--- src/spdwc_defines.vh ---
// Constants for the deep stop power-down and wake controller
`ifndef SPDWC_DEFINES_VH
`define SPDWC_DEFINES_VH
`define SPDWC_ADDR_W 8
`define SPDWC_DATA_W 8
`define SPDWC_OFS_CTRL 8'h00
`define SPDWC_OFS_PMSC2 8'h01
`define SPDWC_OFS_STATUS 8'h02
`define SPDWC_OFS_STOPCFG 8'h03
`define SPDWC_CTRL_STOPEN 0
`define SPDWC_CTRL_LOWVOLT_DETECT_ENABLE 1
`define SPDWC_CTRL_LOWVOLT_STOP_ENABLE 2
`define SPDWC_CTRL_PPDSEL 3
`define SPDWC_CTRL_RTCEN 4
`define SPDWC_CTRL_RESET 8'h00
`define SPDWC_PMSC2_FLAG 3
`define SPDWC_PMSC2_ACK 2
`define SPDWC_PMSC2_PPDSEL 0
`define SPDWC_CFG_IRCLK 0
`define SPDWC_CFG_IREFST 1
`define SPDWC_CFG_ERCLK 2
`define SPDWC_CFG_EREFST 3
`define SPDWC_CFG_RANGE 4
`define SPDWC_CFG_ADCASY 5
`define SPDWC_CFG_RESET 8'h00
`define SPDWC_RESET_VEC 16'hFFFE
`define SPDWC_POR_TIME_NS 1000
// Wake reset length in clock cycles: 1000 ns at 20 ns per cycle
`define SPDWC_POR_CYC 16'd50
`endif

--- src/spdwc_top.v ---
// Deep stop power-down entry, wake, recovery flag and pin latch control
`timescale 1ns/1ps
`include "spdwc_defines.vh"

// Behaviour
// - Stop instruction picks deep stop when enabled, no debug, not both low-volt bits set, select set.
// - Stop instruction with stop disabled raises an illegal-opcode reset pulse.
// - Deep stop removes core power and keeps RAM in standby.
// - Entering deep stop latches all pin control signals.
// - Asserted external reset wakes the device from deep stop.
// - Early revisions also wake from deep stop on the legacy wake pin.
// - Legacy wake pin is always active low, whatever its configuration before stopping.
// - Enabled real-time counter event wakes from deep stop.
// - Wake resets control, stop-config and select registers as after power-on.
// - Wake enables low-volt reset at low trip, holds reset while supply low.
// - After wake the processor fetches from the reset vector at top of memory.
// - Wake sets the recovery flag in the second power status register.
// - Flag and pin latches stay until software writes one to acknowledge.
// - On acknowledge pins take their current port register values.
// - Unrestored peripheral pins pass to port control on latch release.
// - Every stop state stops peripheral clocks, even with debug enabled.
// - Light stop keeps converter on only with async clock and detector.
// - Light stop keeps clock generator on only with both internal enables.
// - Light stop keeps crystal on with both enables; high range needs detector.
// - Light stop keeps regulator on only with detector or debug enabled.
// - Real-time counter runs in any stop only when enabled.
// - Debug enable turns a deep stop request into light stop.
// - Low-volt stop enable with low-volt detect enable turns a deep stop request into light stop.
module spdwc_top (
	input wire core_clk,
	input wire rst,
	input wire [7:0] reg_addr,
	input wire [7:0] reg_wdata,
	input wire reg_wr,
	input wire reg_rd,
	output reg [7:0] reg_rdata,
	input wire stop_instr,
	input wire debug_mode_enable,
	input wire early_revision,
	input wire ext_reset_n,
	input wire legacy_wake_pin,
	input wire rtc_event,
	input wire supply_below_trip,
	output reg illegal_opcode_reset,
	output reg core_power_on,
	output reg ram_standby,
	output reg pin_latch_hold,
	output reg periph_clk_en,
	output reg light_stop,
	output reg deep_stop,
	output reg adc_run,
	output reg clockgen_run,
	output reg crystal_run,
	output reg regulator_run,
	output reg rtc_run,
	output reg por_reset,
	output reg [15:0] fetch_vector,
	output reg lowvolt_reset_enable,
	output reg lowvolt_low_trip
);

	localparam ST_RUN = 4'b0001;
	localparam ST_LIGHT = 4'b0010;
	localparam ST_DEEP = 4'b0100;
	localparam ST_WAKE = 4'b1000;

	reg [3:0] state_reg;
	reg [3:0] state_next;
	reg [7:0] ctrl_reg;
	reg [7:0] cfg_reg;
	reg ppd_sel_reg;
	reg flag_reg;
	reg [15:0] por_cnt_reg;
	reg rst_s1_reg;
	reg rst_s2_reg;
	reg wk_s1_reg;
	reg wk_s2_reg;
	reg lv_s1_reg;
	reg lv_s2_reg;

	function is_addr;
		input [7:0] a;
		input [7:0] ofs;
		begin
			is_addr = (a == ofs);
		end
	endfunction

	wire stop_en = ctrl_reg[`SPDWC_CTRL_STOPEN];
	wire lowvolt_detect_enable = ctrl_reg[`SPDWC_CTRL_LOWVOLT_DETECT_ENABLE];
	wire lowvolt_stop_enable = ctrl_reg[`SPDWC_CTRL_LOWVOLT_STOP_ENABLE];
	wire rtc_en = ctrl_reg[`SPDWC_CTRL_RTCEN];
	wire wr_ctrl = reg_wr && is_addr(reg_addr, `SPDWC_OFS_CTRL);
	wire wr_pmsc2 = reg_wr && is_addr(reg_addr, `SPDWC_OFS_PMSC2);
	wire wr_cfg = reg_wr && is_addr(reg_addr, `SPDWC_OFS_STOPCFG);
	// Acknowledge only on a written one
	wire ack_wr = wr_pmsc2 && reg_wdata[`SPDWC_PMSC2_ACK];
	// Deep stop only with debug off and not both low-volt bits set
	wire pick_deep = ppd_sel_reg && !debug_mode_enable
		&& !(lowvolt_detect_enable && lowvolt_stop_enable);
	wire wake_src = !rst_s2_reg
		|| (early_revision && !wk_s2_reg)
		|| (rtc_en && rtc_event);
	wire por_done = (por_cnt_reg == 16'h0000) && !lv_s2_reg;
	// Light stop keep-alive fields
	wire int_refclk_enable = cfg_reg[`SPDWC_CFG_IRCLK];
	wire int_ref_stop_enable = cfg_reg[`SPDWC_CFG_IREFST];
	wire ext_refclk_enable = cfg_reg[`SPDWC_CFG_ERCLK];
	wire ext_ref_stop_enable = cfg_reg[`SPDWC_CFG_EREFST];
	wire cfg_high_range = cfg_reg[`SPDWC_CFG_RANGE];
	wire adc_async_clk = cfg_reg[`SPDWC_CFG_ADCASY];

	always @(posedge core_clk) begin
		if (rst) begin
			rst_s1_reg <= 1'b1;
			rst_s2_reg <= 1'b1;
			wk_s1_reg <= 1'b1;
			wk_s2_reg <= 1'b1;
			lv_s1_reg <= 1'b0;
			lv_s2_reg <= 1'b0;
		end else begin
			rst_s1_reg <= ext_reset_n;
			rst_s2_reg <= rst_s1_reg;
			wk_s1_reg <= legacy_wake_pin;
			wk_s2_reg <= wk_s1_reg;
			lv_s1_reg <= supply_below_trip;
			lv_s2_reg <= lv_s1_reg;
		end
	end

	always @* begin
		state_next = state_reg;
		case (state_reg)
			ST_RUN: begin
				if (stop_instr && stop_en) begin
					state_next = pick_deep ? ST_DEEP : ST_LIGHT;
				end
			end
			ST_LIGHT: begin
				if (wake_src) begin
					state_next = ST_RUN;
				end
			end
			ST_DEEP: begin
				if (wake_src) begin
					state_next = ST_WAKE;
				end
			end
			ST_WAKE: begin
				// Held in reset until count ends and supply is above trip
				if (por_done) begin
					state_next = ST_RUN;
				end
			end
			default: begin
				state_next = ST_RUN;
			end
		endcase
	end

	wire enter_wake = (state_reg == ST_DEEP) && (state_next == ST_WAKE);
	wire ack_ok = ack_wr && (state_reg == ST_RUN);

	always @(posedge core_clk) begin
		if (rst) begin
			state_reg <= ST_RUN;
			ctrl_reg <= `SPDWC_CTRL_RESET;
			cfg_reg <= `SPDWC_CFG_RESET;
			ppd_sel_reg <= 1'b0;
			por_cnt_reg <= 16'h0000;
		end else begin
			state_reg <= state_next;
			if (enter_wake) begin
				// Power-on style reset of module registers
				ctrl_reg <= `SPDWC_CTRL_RESET;
				cfg_reg <= `SPDWC_CFG_RESET;
				ppd_sel_reg <= 1'b0;
				por_cnt_reg <= `SPDWC_POR_CYC;
			end else begin
				if (state_reg == ST_WAKE && por_cnt_reg != 16'h0000) begin
					por_cnt_reg <= por_cnt_reg - 16'h0001;
				end
				if (wr_ctrl) begin
					ctrl_reg <= reg_wdata;
				end
				if (wr_cfg) begin
					cfg_reg <= reg_wdata;
				end
				if (wr_pmsc2) begin
					ppd_sel_reg <= reg_wdata[`SPDWC_PMSC2_PPDSEL];
				end
			end
		end
	end

	// Set wins over acknowledge in the same cycle
	always @(posedge core_clk) begin
		if (rst) begin
			flag_reg <= 1'b0;
		end else if (enter_wake) begin
			flag_reg <= 1'b1;
		end else if (ack_ok) begin
			flag_reg <= 1'b0;
		end
	end

	always @(posedge core_clk) begin
		if (rst) begin
			reg_rdata <= 8'h00;
		end else if (reg_rd) begin
			case (reg_addr)
				`SPDWC_OFS_CTRL: reg_rdata <= ctrl_reg;
				// Acknowledge bit always reads zero
				`SPDWC_OFS_PMSC2: reg_rdata <= {4'h0, flag_reg, 1'b0,
					1'b0, ppd_sel_reg};
				`SPDWC_OFS_STATUS: reg_rdata <= {4'h0, state_reg};
				`SPDWC_OFS_STOPCFG: reg_rdata <= cfg_reg;
				default: reg_rdata <= 8'h00;
			endcase
		end else begin
			reg_rdata <= 8'h00;
		end
	end

	wire nxt_light = (state_next == ST_LIGHT);
	wire nxt_deep = (state_next == ST_DEEP);
	wire nxt_stop = nxt_light || nxt_deep;
	wire nxt_wake = (state_next == ST_WAKE);
	// Latch holds through deep stop and recovery until acknowledged
	wire nxt_latch = nxt_deep || nxt_wake
		|| (flag_reg && !(ack_wr && state_reg == ST_RUN));

	// Stop with stop disabled gives a one-cycle reset request
	always @(posedge core_clk) begin
		if (rst) begin
			illegal_opcode_reset <= 1'b0;
		end else begin
			illegal_opcode_reset <= (state_reg == ST_RUN) && stop_instr
				&& !stop_en;
		end
	end

	always @(posedge core_clk) begin
		if (rst) begin
			core_power_on <= 1'b1;
		end else begin
			core_power_on <= !nxt_deep;
		end
	end

	always @(posedge core_clk) begin
		if (rst) begin
			ram_standby <= 1'b0;
		end else begin
			ram_standby <= nxt_stop;
		end
	end

	// On release pins follow port registers and peripherals
	always @(posedge core_clk) begin
		if (rst) begin
			pin_latch_hold <= 1'b0;
		end else begin
			pin_latch_hold <= nxt_latch;
		end
	end

	always @(posedge core_clk) begin
		if (rst) begin
			periph_clk_en <= 1'b1;
		end else begin
			periph_clk_en <= !nxt_stop;
		end
	end

	always @(posedge core_clk) begin
		if (rst) begin
			light_stop <= 1'b0;
		end else begin
			light_stop <= nxt_light;
		end
	end

	always @(posedge core_clk) begin
		if (rst) begin
			deep_stop <= 1'b0;
		end else begin
			deep_stop <= nxt_deep;
		end
	end

	// Converter, clock generator, crystal and regulator keep-alive
	always @(posedge core_clk) begin
		if (rst) begin
			adc_run <= 1'b0;
		end else begin
			adc_run <= !nxt_stop || (nxt_light
				&& adc_async_clk && lowvolt_detect_enable);
		end
	end

	always @(posedge core_clk) begin
		if (rst) begin
			clockgen_run <= 1'b0;
		end else begin
			clockgen_run <= !nxt_stop || (nxt_light
				&& int_refclk_enable
				&& int_ref_stop_enable);
		end
	end

	always @(posedge core_clk) begin
		if (rst) begin
			crystal_run <= 1'b0;
		end else begin
			crystal_run <= !nxt_stop || (nxt_light
				&& ext_refclk_enable
				&& ext_ref_stop_enable
				&& (!cfg_high_range || lowvolt_detect_enable));
		end
	end

	always @(posedge core_clk) begin
		if (rst) begin
			regulator_run <= 1'b1;
		end else begin
			regulator_run <= !nxt_stop || (nxt_light
				&& (lowvolt_detect_enable || debug_mode_enable));
		end
	end

	always @(posedge core_clk) begin
		if (rst) begin
			rtc_run <= 1'b0;
		end else begin
			rtc_run <= rtc_en;
		end
	end

	// Wake reset stands for the whole recovery count
	always @(posedge core_clk) begin
		if (rst) begin
			por_reset <= 1'b0;
		end else begin
			por_reset <= nxt_wake;
		end
	end

	always @(posedge core_clk) begin
		if (rst) begin
			fetch_vector <= `SPDWC_RESET_VEC;
		end else begin
			fetch_vector <= `SPDWC_RESET_VEC;
		end
	end

	always @(posedge core_clk) begin
		if (rst) begin
			lowvolt_reset_enable <= 1'b1;
		end else begin
			lowvolt_reset_enable <= lowvolt_reset_enable
				|| nxt_wake;
		end
	end

	always @(posedge core_clk) begin
		if (rst) begin
			lowvolt_low_trip <= 1'b1;
		end else begin
			lowvolt_low_trip <= lowvolt_low_trip || nxt_wake;
		end
	end

endmodule

--- config.mk ---
export PLATFORM = sky130hd
export DESIGN_NAME = spdwc_top
export DESIGN_NICKNAME = d
export VERILOG_FILES = /design/src/spdwc_top.v
export VERILOG_INCLUDE_DIRS = /design/src
export SDC_FILE = /design/constraint.sdc
export NUM_CORES = 1
export LEC_CHECK = 0
export BUFFER_PORTS_ARGS = -buffer_cell sky130_fd_sc_hd__buf_4
export CAP_MARGIN = 20
export CORE_UTILIZATION = 48
export CTS_CLUSTER_DIAMETER = 40
export DETAILED_ROUTE_END_ITERATION = 8
export PLACE_DENSITY = 0.82
export SETUP_SLACK_MARGIN = 0.4
export SLEW_MARGIN = 40
export SYNTH_ARGS = -nofsm -noshare
export SYNTH_HDL_FRONTEND = slang
export SYNTH_SLANG_ARGS = --single-unit
--- constraint.sdc ---
create_clock -name core_clk -period 1.7 [get_ports core_clk]
set_clock_uncertainty 0.05 [all_clocks]
set_input_delay 0.085 -clock core_clk [delete_from_list [all_inputs] [get_ports core_clk]]
set_output_delay 0.085 -clock core_clk [all_outputs]
set_load 0.1 [all_outputs]
==> results.yml <==
run_status:
  status: "complete, but fails checks"
  violations: "negative setup slack"
worst_setup_path:
  worstSetupPathType: "flip-flop to flip-flop"
  crit_chain: "nor4b_4 > buf_4 > nand3_4 > or4_1 > a21oi_1"
  slowest_delay_ns: 0.52
  cpMaxStageDelayCell: "or4_1"
  cp-end-kind: "flip-flop"
  crit_arrival_ns: 2.16
  startpoint_type: "flip-flop"
  required_ns: 1.92
  crit_fanout: 8
layout:
  seq_area_um2: 1360
  n_fill_cell: 353
  multi_input_area_um2: 1730
  largest_reg_flops: 16
  fin_nets: 448
  area.growth.synth_to_final_pct: 54.5
  drive_gt1_frac: 0.493
  stdcell_area_um2: 4520
  insertedDiodeCount: 0
  fin_util: 0.768
sta:
  final_hold_viol_count: 0
  fin_crit_sh: 1.14
  slew_viol_final: 0
  setup_ws_ns: -0.242
  rsz0062_at_grt: "true"
  tns_ns: -4.44
  hold_ws_ns: 0.00397
  max_clock_freq_mhz: 515
  finalSetupViolCount: 43
  layout_min_cycle_time_ns: 1.94
clock_tree:
  clk_pin_slew_ns: 0.09
  htreeDepth: 3
  numCtsBuffers: 9
  clock_path_buffers: 2
  cts.sinks: 67
  cts_tree: "done"
  clk_latency_ns: 0.36
  cts-root-buf: "clkbuf_8"
pwr:
  p_int_mw: 2.39
  sequentialPowerShare: 0.464
  ir_worst_vdd_v: 0.000994
  p_clk_frac: 0.420
  comb_power_share: 0.116
  power_mw: 3.41
  power_leakage_nw: 1.97
  powerDensity_nw_per_um2: 754
  switching_share: 0.299
  switchingPower_mw: 1.02
floorplanning:
  row_count: 28
  die_width_um: 80.1
  io_pins: 66
  core_um2: 5890
  die_area_um2: 6410
  start_util: 0.497
  die_y_um: 80.1
global_routing:
  grt_pass1_wl_um: 12900
  grt_start_max_net_pins: 28
  grt_pass1_vias: 2535
  grt_antenna_before_repair: 0
  grtUsageTotal: 0.267
  grt_overflow: 0
detailed_routing:
  drc: 0
  route.antenna.remaining_nets: 0
  wirelength_um: 9770
  first_iter_violations: 243
  vias: 2989
  drtPass1Iterations: 5
  wl_per_cell_um: 19.6
  drt-vias-per-instance: 5.99
placed_design:
  gp_congestion: 0.848
  place_hpwl_um: 4800
  place_area_um2: 3590
  port_buffers: 49
synth:
  yosys.area.top_type: "dfxtp_1"
  syn_inst: 298
  yosys_warnings: 0
  post-synth-top-count-cell: "dfxtp_1"
  ys_top_cells_by_count: "dfxtp_1, nor2_1, mux2i_1, a21oi_1, buf_4"
  synth_seq_cells: 67
  async_reset_ff_frac: 0
  ys.flop_type: "dfxtp_1"
  yosysSeqAreaShare: 0.458
  netlist_area_um2: 2930
  ys_types: 51
  synth.top_cell.area_share: 0.458
  synth_edf_count: 0
  synthTopCellsByArea: "dfxtp_1, mux2i_1, nor2_1"
  synth.avg_cell_area_um2: 9.82
hold_path:
  hold_class: "primary input to flip-flop"
flow_run:
  maxCapViolCount: 0
-- cells by family after synthesis --
group	Yosys count	synth area share
other	2	0.00257
AOI/OAI and AO/OA	57	0.130
buffers and inverters	35	0.0718
and+or+nand+nor	113	0.245
muxes	22	0.0846
adders and majority gates	2	0.00855
DFF	67	0.458
-- final timing paths --
check                           cells after the start               startpoint  slack, ns                          end
worst max-delay path                                5  state_reg[0]$_SDFF_PP1_      -0.24  por_cnt_reg[8]$_SDFFE_PP0P_
worst min-delay path                                3              reg_addr[1]      0.004      reg_rdata[2]$_SDFF_PP0_
worst max register to register                      5  state_reg[0]$_SDFF_PP1_      -0.24  por_cnt_reg[8]$_SDFFE_PP0P_
worst min register to register                      1     wk_s1_reg$_SDFF_PP1_       0.37         wk_s2_reg$_SDFF_PP1_
-- what timing repair did --
action                                  4_1_cts  5_1_grt
endpoints found under the setup margin       52       52
hold buffers                                 12        0
cloned                                        4        3
endpoints found under the hold margin        20        0
gates resized for setup                      28       49
buffers inserted                             10       15
pin swaps                                    21       30
-- power by group through the flow --
stage	Combinational, mW	Sequential [mW]	Clock, mW
after global routing	0.408	1.58	1.49
after detailed placement	0.323	1.62	0
final	0.396	1.58	1.43
after floorplan	0.235	1.66	0
after global placement	0.321	1.62	0
after CTS	0.375	1.58	1.39
-- cell usage in the layout (no fill, tap or decap), types with 4 or more instances in the layout --
master	Yosys	final
nand3_1	6	4
buf_4	16	89
conb_1	2	16
a21oi_1	16	10
nor4b_4	2	4
a22oi_1	6	6
dfxtp_2	0	6
a21oi_2	0	6
clkbuf_8	0	9
or4_1	9	6
inv_1	7	5
o31ai_1	9	7
nor2_2	0	7
nor2_1	36	29
or2_2	8	7
or3_1	6	4
nor2b_1	7	7
buf_6	2	15
dfxtp_4	0	4
dlygate4sd3_1	0	12
dfxtp_1	67	57
or4_4	1	4
mux2i_1	18	18
nand2_1	6	4
inv_6	0	4
-- layout make-up --
cell class	count	area share
inverter	7	0.00581
multi-input combinational	210	0.384
clock buffer	9	0.0274
clock inverter	7	0.0180
sequential	67	0.302
timing repair buffer	124	0.243
tap	75	0.0208
-- worst max-delay path, delay by kind of cell, from the launching register on --
family	cells	cell delay (ns)
flip-flops	1	0.39
AND/OR/NAND/NOR	3	1.00
buffers and inverters	1	0.20
AO/OA/AOI/OAI	1	0.21
-- stage by stage --
stage / cells / worst slack [ns]
floorplan: 312 / 0.00190
finish: 499 / -0.242
global route: 499 / -0.324
global placement: 439 / -0.0481
CTS: 481 / -0.0659
detailed placement: 439 / -0.0615
-- per-layer routing --
metal | track usage | vias to the layer above | share of wire
met5 | 0 | - | 0
met2 | 0.439 | 186 | 0.50
met3 | 0.0534 | 57 | 0.067
met4 | 0.121 | 0 | 0.045
li1 | - | 1299 | -
met1 | 0.336 | 1447 | 0.38
No activity file was read; power rests on OpenSTA's default activity.
